`config.mk`:
```
export PLATFORM = sky130hd
export DESIGN_NAME = ripple_counter_latch
export DESIGN_NICKNAME = d
export VERILOG_FILES = /design/src/core/ripple_counter_pkg.sv /design/src/core/pin_filter.sv /design/src/core/ripple_counter_latch.sv
export SDC_FILE = /design/constraint.sdc
export NUM_CORES = 1
export LEC_CHECK = 0
export BUFFER_PORTS_ARGS = -buffer_cell sky130_fd_sc_hd__buf_2
export CAP_MARGIN = 25
export CORE_AREA = 4 4 56 58
export DETAILED_ROUTE_END_ITERATION = 10
export DIE_AREA = 0 0 60 62
export PLACE_DENSITY_LB_ADDON = 0.3
export REMOVE_ABC_BUFFERS = 1
export SKIP_CTS_REPAIR_TIMING = 1
export SLEW_MARGIN = 20
export SYNTH_ARGS = -nofsm -noshare
export SYNTH_HDL_FRONTEND = slang
export SYNTH_HIERARCHICAL = 1
export SYNTH_SLANG_ARGS = --single-unit
```
`constraint.sdc`:
```
create_clock -name clock_in -period 1.3 [get_ports clock_in]
set_clock_uncertainty 0.15 [all_clocks]
set_input_delay 0.065 -clock clock_in [delete_from_list [all_inputs] [get_ports clock_in]]
set_output_delay 0.065 -clock clock_in [all_outputs]
set_load 0.05 [all_outputs]
```
`src/core/ripple_counter_pkg.sv`:
```
package ripple_counter_pkg;
    localparam int COUNT_W = 4;
    localparam int UPPER_W = 3;
    localparam int PIN_W = 8;
    localparam int PIN_CLK1 = 0;
    localparam int PIN_CLK2 = 1;
    localparam int PIN_LOAD_N = 2;
    localparam int PIN_CLEAR_N = 3;
    localparam int PIN_DATA_LSB = 4;
    localparam logic [PIN_W-1:0] PIN_RESET = 8'h0F;
    localparam logic [COUNT_W-1:0] COUNT_RESET = 4'h0;
    localparam logic [UPPER_W-1:0] UPPER_ZERO = 3'h0;
    localparam logic [UPPER_W-1:0] UPPER_ONE = 3'h1;
    localparam logic [UPPER_W-1:0] DIV5_LAST = 3'h4;
endpackage

```
`src/core/pin_filter.sv`:
```
`timescale 1ns/1ps
module pin_filter #(
    parameter int WIDTH = 8,
    parameter logic [WIDTH-1:0] RESET_VAL = '0
) (
    input wire logic clock_in,
    input wire logic srst_in,
    input wire logic [WIDTH-1:0] pin_in,
    output logic [WIDTH-1:0] level_out
);
    logic [WIDTH-1:0] stage1_r;
    logic [WIDTH-1:0] stage2_r;
    logic [WIDTH-1:0] stage3_r;
    logic [WIDTH-1:0] level_r;
    logic [WIDTH-1:0] agree;

    // First stage feeds only the second, against metastability
    always_ff @(posedge clock_in) begin
        if (srst_in) begin
            stage1_r <= RESET_VAL;
            stage2_r <= RESET_VAL;
            stage3_r <= RESET_VAL;
        end else begin
            stage1_r <= pin_in;
            stage2_r <= stage1_r;
            stage3_r <= stage2_r;
        end
    end

    assign agree = ~(stage2_r ^ stage3_r);

    // A change counts only once two late stages agree
    always_ff @(posedge clock_in) begin
        if (srst_in) begin
            level_r <= RESET_VAL;
        end else begin
            level_r <= (agree & stage3_r) | (~agree & level_r);
        end
    end

    assign level_out = level_r;
endmodule // pin_filter

```
`src/core/ripple_counter_latch.sv`:
```
`timescale 1ns/1ps
module ripple_counter_latch
    import ripple_counter_pkg::*;
#(
    parameter bit DECADE = 1'b1
) (
    input wire logic clock_in,
    input wire logic srst_in,
    input wire logic clk1_in,
    input wire logic clk2_in,
    input wire logic load_n_in,
    input wire logic clear_n_in,
    input wire logic [ripple_counter_pkg::COUNT_W-1:0] data_in,
    output logic count_bit0_out,
    output logic count_bit1_out,
    output logic count_bit2_out,
    output logic count_bit3_out
);
    import ripple_counter_pkg::*;

    logic [PIN_W-1:0] pins;
    logic [PIN_W-1:0] level;
    logic clk1_prev_r;
    logic clk2_prev_r;
    logic fall1;
    logic fall2;
    logic counting;
    logic [COUNT_W-1:0] data_lvl;
    logic low_r;
    logic [UPPER_W-1:0] upper_r;
    logic [UPPER_W-1:0] upper_nxt;

    assign pins = {data_in, clear_n_in, load_n_in, clk2_in, clk1_in};

    pin_filter #(
        .WIDTH(PIN_W),
        .RESET_VAL(PIN_RESET)
    ) u_filter (
        .clock_in(clock_in),
        .srst_in(srst_in),
        .pin_in(pins),
        .level_out(level)
    );

    assign data_lvl = level[PIN_DATA_LSB +: COUNT_W];

    always_ff @(posedge clock_in) begin
        // Reset to the idle pin level, so release gives no false edge
        if (srst_in) begin
            clk1_prev_r <= PIN_RESET[PIN_CLK1];
            clk2_prev_r <= PIN_RESET[PIN_CLK2];
        end else begin
            clk1_prev_r <= level[PIN_CLK1];
            clk2_prev_r <= level[PIN_CLK2];
        end
    end

    // Falling edges only; rising edges do nothing
    assign fall1 = clk1_prev_r & ~level[PIN_CLK1];
    assign fall2 = clk2_prev_r & ~level[PIN_CLK2];
    // Edge is lost if load or clear is low when it lands
    assign counting = level[PIN_CLEAR_N] & level[PIN_LOAD_N];

    // Decade wraps after four; loaded states above four also return to zero
    always_comb begin
        if (DECADE && (upper_r >= DIV5_LAST)) begin
            upper_nxt = UPPER_ZERO;
        end else begin
            upper_nxt = upper_r + UPPER_ONE;
        end
    end

    // Divide-by-two stage
    always_ff @(posedge clock_in) begin
        if (srst_in) begin
            low_r <= COUNT_RESET[0];
        end else if (!level[PIN_CLEAR_N]) begin
            low_r <= COUNT_RESET[0];
        end else if (!level[PIN_LOAD_N]) begin
            low_r <= data_lvl[0];
        end else if (counting && fall1) begin
            low_r <= ~low_r;
        end else begin
            low_r <= low_r;
        end
    end

    // Upper stage on its own clock, so cascade order is free
    always_ff @(posedge clock_in) begin
        if (srst_in) begin
            upper_r <= COUNT_RESET[COUNT_W-1:1];
        end else if (!level[PIN_CLEAR_N]) begin
            upper_r <= COUNT_RESET[COUNT_W-1:1];
        end else if (!level[PIN_LOAD_N]) begin
            upper_r <= data_lvl[COUNT_W-1:1];
        end else if (counting && fall2) begin
            upper_r <= upper_nxt;
        end else begin
            upper_r <= upper_r;
        end
    end

    // Bit zero leaves straight from its flop so it can clock stage two
    assign count_bit0_out = low_r;
    assign count_bit1_out = upper_r[0];
    assign count_bit2_out = upper_r[1];
    assign count_bit3_out = upper_r[2];
endmodule // ripple_counter_latch

```
# After elaboration in Yosys (flattened, before gate mapping)
# Index checks and enable logic that the tools add are counted.
# totals
ff_bits,38
out_inout_bits,4
# op_classes
muxes,5
n_addsub,1
bitwise_logic,13
order_cmp,1
n_reduce_logical,3
eq_ne,2
# ops
cell,n
AND 8 bit,2
NOT 8 bit,2
two-way mux 3 bit,3
OR 8 bit,1
bitwise XOR 8 bit,1
"inequality test 2 bit, second input constant",2
NOT 1 bit,4
"adder 3 x 1 -> 3 bit, second input constant",1
AND 1 bit,3
">= comparator 3 bit, second input constant",1
logical AND 1 bit,2
two-way mux 1 bit,2
OR reduction 2 bit,1

# Logic depth before layout (Yosys ltp)
# Gate-level depths: netlist of the first run.
# logic_depth
depth_word,5
mapped_depth,4

# Cells and area by module
# Netlist of the first run, hierarchy kept.
# modules_own_cells
mod,cells_each,area_per_inst_um2,seq_area_each_um2,instances
pin_filter,83,940.9,640.6,1
ripple_counter_latch,30,285.3,120.1,1

# Worst setup path before layout of the first run
# Ideal clock, no wire load.
# synth_path
path_kind,register to register
start,register upper_r[0]
end,register upper_r[1]
setup_ps,74
t_required_ps,1076
period_less_slack_ps,1715
path_buffers,0
arrival_time_ps,1490
path_stages_with_launch,5
slack_ps,-415
path_cell_list,dfxtp_1 -> inv_1 -> ha_1 -> or3b_1 -> a31oi_1
# synth_via
elab_chain_len,4
word_cells_on_any_way,5
cone_classes,add/sub (1); order compare (1); mux (3)
# synth_rtl
item,line_no,rtl
"start, declared",ripple_counter_latch.sv:30,logic [UPPER_W-1:0] upper_r;
"start signal, assigned",ripple_counter_latch.sv:91,upper_r <= COUNT_RESET[COUNT_W-1:1];
"start signal, assigned",ripple_counter_latch.sv:93,upper_r <= COUNT_RESET[COUNT_W-1:1];
"start signal, assigned",ripple_counter_latch.sv:95,upper_r <= data_lvl[COUNT_W-1:1];
adder 3 x 1 -> 3 bit / >= comparator 3 bit (equally long branches),"ripple_counter_latch.sv:69, ripple_counter_latch.sv:66",
two-way mux 3 bit *,ripple_counter_latch.sv:66,if (DECADE && (upper_r >= DIV5_LAST)) begin
two-way mux 3 bit *,ripple_counter_latch.sv:96,end else if (counting && fall2) begin
two-way mux 3 bit *,ripple_counter_latch.sv:94,end else if (!level[PIN_LOAD_N]) begin
# Every way passes the cells marked *; elsewhere a longest branch is shown, timed or not. The select of a mux whose other input is x is not followed.
# A chain may end at the register's enable or synchronous reset.

# Final worst setup path of the first run
# layout_path
start,register upper_r[1]
end,register upper_r[1]
# Same word-level chain as after synthesis.

==> results of run 1 <==
==> Yosys cell counts <==
| cell type | n | share of area |
|---|---|---|
| inv_1 | 2 | 0.0061 |
| a31oi_1 | 3 | 0.015 |
| nor2b_1 | 14 | 0.071 |
| o21ai_0 | 8 | 0.033 |
| nand2_1 | 7 | 0.021 |
| o21bai_1 | 4 | 0.024 |
| nand3b_4 | 1 | 0.016 |
| or3b_1 | 2 | 0.014 |
| or2_1 | 12 | 0.061 |
| or3_1 | 1 | 0.0051 |
| buf_6 | 2 | 0.018 |
| a21oi_1 | 9 | 0.037 |
| xnor2_1 | 1 | 0.0071 |
| ha_1 | 2 | 0.020 |
| or2_2 | 2 | 0.010 |
| dfxtp_1 | 38 | 0.62 |
| nor2_1 | 4 | 0.012 |
| buf_4 | 1 | 0.0061 |
==> worst paths after layout <==
path / start / to / slack [ns] / cells after the start
setup / recovery: upper_r[1]$_SDFFE_PP0P_ / upper_r[1]$_SDFFE_PP0P_ / -0.06 / 4
hold / removal: srst_in / u_filter/stage2_r[7]$_SDFF_PP0_ / -0.03 / 2
setup reg to reg: upper_r[1]$_SDFFE_PP0P_ / upper_r[1]$_SDFFE_PP0P_ / -0.06 / 4
hold reg to reg: u_filter/stage1_r[0]$_SDFF_PP1_ / u_filter/stage2_r[0]$_SDFF_PP1_ / 0.26 / 1
==> worst register-to-register path, stage by stage (launching register included) <==
cell and delay [ns]:
dfxtp_1 0.34, inv_1 0.06, ha_4 0.25, or3b_1 0.34
a31oi_1 0.15
==> logic make-up after synthesis <==
logic type / share of synthesized area
AND/OR/NAND/NOR: 0.2122
flip-flops: 0.6204
AO/OA/AOI/OAI: 0.1092
buffers and inverters: 0.03062
adder cells (fa/ha/maj): 0.02040
XOR/XNOR: 0.007144
==> routing by layer <==
| metal | up-vias | global-route usage | wire, um |
|---|---|---|---|
| li1 | 430 | - | - |
| met1 | 347 | 0.1117 | 796 |
| met2 | 19 | 0.1620 | 800 |
| met3 | 5 | 0.04339 | 92 |
| met4 | 0 | 0.08544 | 42 |
| met5 | - | 0 | 0 |
==> per-stage QoR <==
step	total power, uW	TNS [ns]	setup slack, ns	std cells
finish	2078	-0.1007	-0.06174	176
global route	2181	-0.2288	-0.09391	176
CTS	2077	-0.1711	-0.08660	165
detailed placement	1295	-0.1051	-0.05260	157
global placement	1292	-0.001002	-0.001002	157
floorplan	1261	-0.6841	-0.4146	110
==> cells in the final DEF (no fill, tap or decap), types with 2 or more instances in the layout <==
| cell type | instances |
|---|---|
| buf_4 | 3 |
| clkinvlp_4 | 2 |
| o21bai_1 | 4 |
| dfxtp_2 | 3 |
| dfxtp_1 | 35 |
| a21oi_1 | 9 |
| ha_4 | 2 |
| or2_1 | 12 |
| o21ai_0 | 8 |
| nand2_1 | 7 |
| nor2b_1 | 14 |
| or3b_1 | 2 |
| nor2_1 | 4 |
| buf_2 | 11 |
| or2_2 | 2 |
| clkbuf_4 | 7 |
| a31oi_1 | 3 |
| dlygate4sd3_1 | 10 |
==> power breakdown <==
part	total, uW	internal (uW)	switching [uW]
logic	86.1	52.6	33.5
registers	1210	1200	11.3
clock network	785	403	382
total	2080	1650	426
==> final cells by class <==
cell class	instances	area, um^2	area share
Clock inverter	3	45.04	0.02906
Clock buffer	5	37.54	0.02421
Timing Repair Buffer	27	203.9	0.1316
Multi-Input combinational cell	70	452.9	0.2922
Tap cell	31	38.79	0.02502
Sequential cell	38	764.5	0.4931
Inverter	2	7.507	0.004843
==> results_dict.tcl, run 1 <==
set metrics [dict create \
    gp_congestion 0.7632 \
    viasPerCell 4.551 \
    grtUsageTotal 0.1045 \
    ys_seq_area_frac 0.6204 \
    worstPathCellList "inv_1, ha_4, or3b_1, a31oi_1" \
    grt_first_pass_wirelength_um 2780 \
    fmax_mhz 734.4 \
    min-delay-path-class "input port to flop" \
    path_class "flop to flop" \
    row_count 19 \
    area_growth_pct 26.43 \
    slowest_delay_ns 0.34 \
    cts.sinks 38 \
    setup_viol 2 \
    syn_inst 113 \
    final_nets 156 \
    ios 14 \
    hold_ws_ns -0.02990 \
    grt_max_degree 28 \
    violations "negative hold slack, negative setup slack" \
    grt_overflow 0 \
    p_per_area_nw_per_um2 1340 \
    postRouteWirelength_um 1731 \
    fin_util 0.5822 \
    p_leak_uw 0.0005985 \
    hpwlAfterDp_um 1077 \
    dr.pass1.iters 4 \
    core_area_um2 2663 \
    period_needed_ns 1.362 \
    fin_crit_sh 1.047 \
    synthesis.area_um2 1226 \
    vias 801 \
    path_buf_inv 1 \
    cts_buffer_depth 2 \
    worst_ep_required_time_ns 1.42 \
    yosysWarnings 6 \
    post_drt_wl_per_cell_um 9.835 \
    drive_gt1_frac 0.2345 \
    synth_area_per_cell_um2 10.85 \
    final_area_um2 1550 \
    worst-slew-pin-transition_ns 0.3554 \
    clk_latency_ns 0.34 \
    start_util 0.4605 \
    ir_worst_vdd_v 0.001124 \
    cp_slowest_cell "dfxtp_1" \
    die_x_um 60 \
    numCtsBuffers 5 \
    antenna_found_initial 0 \
    clk_transition_reported_paths_ns 0.11 \
    cts_root_buf "clkbuf_4" \
    synth_cell_types 18 \
    cp.arrival_ns 1.48 \
    drc_errors 0 \
    place_area_um2 1323 \
    fin_ws_ns -0.06174 \
    io_buffers 13 \
    final-max-slew-violation-count 0 \
    hold_viol 6 \
    rsz0062_at_grt "yes" \
    cap_violations 0 \
    status "finished, violations left" \
    cts_tree "done" \
    fp.dieH_um 62 \
    fillers 226 \
    drt_iter0_drc 19 \
    dieArea_um2 3720 \
    yosys_register_bits 38 \
    antenna_left 0 \
    cp-start-kind "flop" \
    slew_headroom 0.7631 \
    worstPathMaxFanout 2 \
    antenna_cells 0 \
    crit_family "flip-flops" \
    htreeDepth 2 \
    grt_pass1_vias 720 \
    worstSetupEndpointType "flop" \
]
Power figures use the tool's default switching activity.
==> inputs of run 2 (changes only) <==
Settings changed: SETUP_SLACK_MARGIN from default to 0.4.
==> run 2 against run 1 <==
Effect of this change: the flow still finishes with violations (negative hold slack, negative setup slack); critical path depth did not move; sequential power about the same; first-iteration DRC count is 11% higher; power hardly changed; largest power group unchanged.
==> results_dict.tcl, run 2 (synthesis gave the netlist of run 1 again) <==
set metrics [dict create \
    dr.pass1.iters 4 \
    swShare 0.2069 \
    ios 14 \
    grt_pass1_vias 720 \
    fin_util 0.5940 \
    final_common_cell "dfxtp_1" \
    antenna_left 0 \
    slew_headroom 0.7130 \
    status "finished, violations left" \
    p_seq_frac 0.580 \
    worst_ep_required_time_ns 1.42 \
    cts_buffer_depth 2 \
    dieArea_um2 3720 \
    p_leak_uw 0.0006102 \
    cts.sinks 38 \
    hold_viol 1 \
    cap_violations 0 \
    pwr-share-clk 0.379 \
    die_x_um 60 \
    hold_depth 2 \
    start_util 0.4605 \
    worst-slew-pin-transition_ns 0.4306 \
    cp-start-kind "flop" \
    grtUsageTotal 0.1045 \
    cts_tree "done" \
    hold_ws_ns -0.007102 \
    rsz0062_at_grt "yes" \
    path_buf_inv 1 \
    vias 802 \
    worstSetupEndpointType "flop" \
    multi_input_area_um2 466.7 \
    fp.dieH_um 62 \
    final_nets 155 \
    row_count 19 \
    hold_start "srst_in" \
    min-delay-path-class "input port to flop" \
    p_total_uw 2078 \
    cp.arrival_ns 1.49 \
    worstPathMaxFanout 2 \
    violations "negative hold slack, negative setup slack" \
    cp_slowest_cell "dfxtp_1" \
    clk_transition_reported_paths_ns 0.12 \
    drive_gt1_frac 0.2778 \
    hpwlAfterDp_um 1077 \
    whs_endpoint "u_filter/stage2_r[6]$_SDFF_PP0_" \
    grt_overflow 0 \
    grt_max_degree 28 \
    fin_crit_sh 1.050 \
    clk_latency_ns 0.33 \
    p_per_area_nw_per_um2 1314 \
    slowest_delay_ns 0.34 \
    r2r_slack_ns -0.07 \
    reg2reg_from "upper_r[1]$_SDFFE_PP0P_" \
    p_comb_frac 0.041 \
    r2r_cells 4 \
    fmax_mhz 732.5 \
    cts_root_buf "clkbuf_4" \
    final-max-slew-violation-count 0 \
    period_needed_ns 1.365 \
    path_class "flop to flop" \
    post_drt_wl_per_cell_um 9.794 \
    drt_iter0_drc 21 \
    p_switching_uw 429.8 \
    numCtsBuffers 5 \
    core_area_um2 2663 \
    antenna_found_initial 0 \
    fillers 222 \
    intPower_uw 1648 \
    io_buffers 13 \
    setup_viol 2 \
    grt_first_pass_wirelength_um 2780 \
    worstPathCellList "inv_1, ha_4, or3b_1, a31oi_1" \
    viasPerCell 4.583 \
    gp_congestion 0.7632 \
    fin_ws_ns -0.06514 \
    drc_errors 0 \
    antenna_cells 0 \
    layout_common_cells "dfxtp_1 (32), nor2b_1 (13), or2_1 (12), buf_2 (9)" \
    regArea_um2 770.7 \
    area_growth_pct 28.98 \
    crit_family "flip-flops" \
    ir_worst_vdd_v 0.001121 \
    htreeDepth 2 \
    rr_endpoint "upper_r[1]$_SDFFE_PP0P_" \
    postRouteWirelength_um 1714 \
]
## run 2: cell types whose count changed in the layout (fill, tap and decap cells not counted), moves of 2 or more
cell           previous run  this run
buf_2                    11         9
dfxtp_1                  35        32
dlygate4sd3_1            10         8
clkbuf_4                  7         5
buf_6                     1         4
dfxtp_2                   3         5
## run 2: power groups by stage
| stage | clock network, uW | logic [uW] | registers, uW |
|---|---|---|---|
| global route | 871 | 96.8 | 1210 |
| detailed placement | 0 | 61.9 | 1230 |
| finish | 788 | 84.8 | 1210 |
| CTS | 808 | 62.1 | 1210 |
| floorplan | 0 | 27.5 | 1230 |
| global placement | 0 | 60.0 | 1230 |
## run 2: layout make-up
cell class / instances / area share
Inverter: 2 / 0.004747
Clock inverter: 3 / 0.02848
Sequential cell: 38 / 0.4873
Multi-Input combinational cell: 70 / 0.2951
Tap cell: 31 / 0.02453
Clock buffer: 5 / 0.02373
Timing Repair Buffer: 26 / 0.1361
## run 2: worst max-delay path by stage
stage | startpoint | end | cells past startpoint
global placement | upper_r[0]$_SDFFE_PP0P_ | upper_r[1]$_SDFFE_PP0P_ | 4
CTS | upper_r[0]$_SDFFE_PP0P_ | upper_r[1]$_SDFFE_PP0P_ | 4
finish | upper_r[1]$_SDFFE_PP0P_ | upper_r[1]$_SDFFE_PP0P_ | 4
global route | upper_r[0]$_SDFFE_PP0P_ | upper_r[2]$_SDFFE_PP0P_ | 4
floorplan | upper_r[0]$_SDFFE_PP0P_ | upper_r[1]$_SDFFE_PP0P_ | 4
detailed placement | upper_r[0]$_SDFFE_PP0P_ | upper_r[2]$_SDFFE_PP0P_ | 4
## run 2: routing by layer
layer / vias to the layer above / track usage / routed length [um]
li1: 428 / - / -
met4: 0 / 0.08544 / 40
met2: 19 / 0.1620 / 814
met1: 350 / 0.1117 / 766
met5: - / 0 / 0
met3: 5 / 0.04339 / 93
## run 2: through the flow
step / instances / setup slack [ns] / area [um^2] / TNS (ns) / hold slack (ns)
CTS: 165 / -0.08660 / 1405 / -0.1711 / -0.2745
floorplan: 110 / -0.4146 / 1196 / -0.6841 / -0.01593
finish: 175 / -0.06514 / 1582 / -0.1262 / -0.007102
detailed placement: 157 / -0.05260 / 1323 / -0.1051 / 0.09309
global route: 175 / -0.1095 / 1582 / -0.2461 / 0.01066
global placement: 157 / -0.001002 / 1323 / -0.001002 / 0.09195
## run 2: worst register-to-register path: cells and delay by family (launching register included)
family | cells | cell delay (ns)
flops | 1 | 0.34
compound gates | 1 | 0.15
simple gates | 1 | 0.34
fa+ha+maj | 1 | 0.25
buf+inv | 1 | 0.06
==> inputs of run 3 (changes only) <==
Settings changed: CELL_PAD_IN_SITES_DETAIL_PLACEMENT from default to 1, CELL_PAD_IN_SITES_GLOBAL_PLACEMENT from default to 1, CORE_AREA 4 4 56 58 to 4 4 62 64, DIE_AREA 0 0 60 62 to 0 0 66 68.
==> run 3 against run 2 <==
Effect of this change: design area fell by 0.95%; the run still ends with negative hold slack, negative setup slack left; highest routed layer unchanged; hold slack got worse by 0.049 ns; sequential power barely moved; register-to-register slack barely moved; largest cell class unchanged; via count rose by 5.1%; largest power group unchanged.
==> results_dict.tcl, run 3 (synthesis gave the netlist of run 1 again) <==
set metrics [dict create \
    worstSetupEndpointType "flop" \
    ios 14 \
    io_buffers 13 \
    htreeDepth 2 \
    drt_iter0_drc 25 \
    final-max-slew-violation-count 0 \
    cts_tree "done" \
    start_util 0.3733 \
    final_common_cell "dfxtp_1" \
    slew_headroom 0.7927 \
    grt_first_pass_wirelength_um 3539 \
    violations "negative hold slack, negative setup slack" \
    post_drt_wl_per_cell_um 11.29 \
    grt_max_degree 17 \
    hold_viol 4 \
    hpwlAfterDp_um 1409 \
    whs_endpoint "u_filter/stage3_r[4]$_SDFF_PP0_" \
    p_leak_uw 0.0006089 \
    cp_slowest_cell "dfxtp_2" \
    p_per_area_nw_per_um2 1178 \
    grtUsageTotal 0.1089 \
    path_class "flop to flop" \
    grt_pass1_vias 828 \
    clk_latency_ns 0.33 \
    rsz0062_at_grt "yes" \
    min-delay-path-class "input port to flop" \
    core_area_um2 3284 \
    setup_viol 2 \
    slowest_delay_ns 0.36 \
    dieArea_um2 4488 \
    layout_common_cells "dfxtp_1 (31), nor2b_1 (13), or2_1 (12), buf_2 (10)" \
    reg2reg_from "upper_r[1]$_SDFFE_PP0P_" \
    cap_violations 0 \
    clk_transition_reported_paths_ns 0.10 \
    cts_buffer_depth 2 \
    fin_ws_ns -0.06563 \
    status "finished, violations left" \
    gp_congestion 0.6778 \
    worst_ep_required_time_ns 1.42 \
    rr_endpoint "upper_r[1]$_SDFFE_PP0P_" \
    use_met3 0.05583 \
    final_nets 157 \
    cp-start-kind "flop" \
    r2r_cells 4 \
    cts_root_buf "clkbuf_4" \
    vias 843 \
    worstPathMaxFanout 2 \
    grt.busiest_layer "met2" \
    hold_start "srst_in" \
    period_needed_ns 1.366 \
    antenna_left 0 \
    cts.sinks 38 \
    fin_util 0.4770 \
    postRouteWirelength_um 2156 \
    drc_errors 0 \
    antenna_cells 0 \
    viasPerCell 4.414 \
    grt_overflow 0 \
    numCtsBuffers 5 \
    worst-slew-pin-transition_ns 0.3110 \
    fp.dieH_um 68 \
    fin_crit_sh 1.050 \
    row_count 21 \
    worstPathCellList "inv_2, ha_1, or3b_1, a31oi_1" \
    grt_use_met2 0.1815 \
    die_x_um 66 \
    r2r_slack_ns -0.07 \
    use_met1 0.1110 \
    hold_ws_ns -0.05613 \
    antenna_found_initial 0 \
    dr.pass1.iters 3 \
    ir_worst_vdd_v 0.0006670 \
    cp.arrival_ns 1.48 \
    area_growth_pct 27.75 \
    fmax_mhz 732.3 \
    hold_depth 2 \
    drive_gt1_frac 0.2828 \
]
==> run 3: cell count changes in the layout (fill, tap and decap cells not counted), sizes merged <==
cell | previous run | this run
buf | 18 | 20
bufinv | 1 | 0
clkbuf | 5 | 7
clkinvlp | 2 | 0
==> run 3: layout make-up <==
class | count | area [um^2]
well taps | 46 | 57.56
flip-flops and latches | 38 | 772.0
repair buffers | 28 | 227.7
fillers | 367 | 1718
multi-input cells | 70 | 456.7
clock buffers | 7 | 45.04
inverters | 2 | 7.507
==> run 3: power by group <==
group / internal (uW) / total (uW) / switching, uW
sequential: 1190 / 1210 / 12.6
clock: 204 / 551 / 347
combinational: 53.6 / 89.3 / 35.8
==> run 3: how the worst max path moves through the flow <==
stage / start / end / slack (ns) / depth (start not counted)
floorplan: upper_r[0]$_SDFFE_PP0P_ / upper_r[1]$_SDFFE_PP0P_ / -0.41 / 4
global placement: upper_r[0]$_SDFFE_PP0P_ / upper_r[1]$_SDFFE_PP0P_ / -0.001 / 4
detailed placement: upper_r[0]$_SDFFE_PP0P_ / upper_r[1]$_SDFFE_PP0P_ / -0.04 / 4
CTS: upper_r[0]$_SDFFE_PP0P_ / upper_r[1]$_SDFFE_PP0P_ / -0.08 / 4
global route: upper_r[1]$_SDFFE_PP0P_ / upper_r[1]$_SDFFE_PP0P_ / -0.08 / 4
finish: upper_r[1]$_SDFFE_PP0P_ / upper_r[1]$_SDFFE_PP0P_ / -0.07 / 4
==> run 3: critical path, delay by kind of cell (launching register included) <==
kind,cells,cell delay [ns]
compound gates,1,0.15
simple gates,1,0.34
fa+ha+maj,1,0.25
flops,1,0.36
buf+inv,1,0.03
==> run 3: routing by layer <==
| layer | share of wire | wire length, um | vias up |
|---|---|---|---|
| met5 | 0 | 0 | - |
| met4 | 0.022 | 47 | 0 |
| met3 | 0.052 | 113 | 7 |
| met2 | 0.51 | 1089 | 15 |
| met1 | 0.42 | 905 | 389 |
| li1 | - | - | 432 |
==> run 3: stage by stage <==
stage | std cells | total power, uW | setup WS, ns | TNS (ns) | area (um^2)
2_1_floorplan | 110 | 1261 | -0.4146 | -0.6841 | 1196
3_3_place_gp | 173 | 1297 | -0.001454 | -0.001454 | 1349
3_5_place_dp | 173 | 1302 | -0.04372 | -0.06967 | 1349
4_1_cts | 180 | 1858 | -0.07783 | -0.1502 | 1394
5_1_grt | 191 | 1937 | -0.08448 | -0.2582 | 1567
6_report | 191 | 1846 | -0.06563 | -0.1080 | 1567
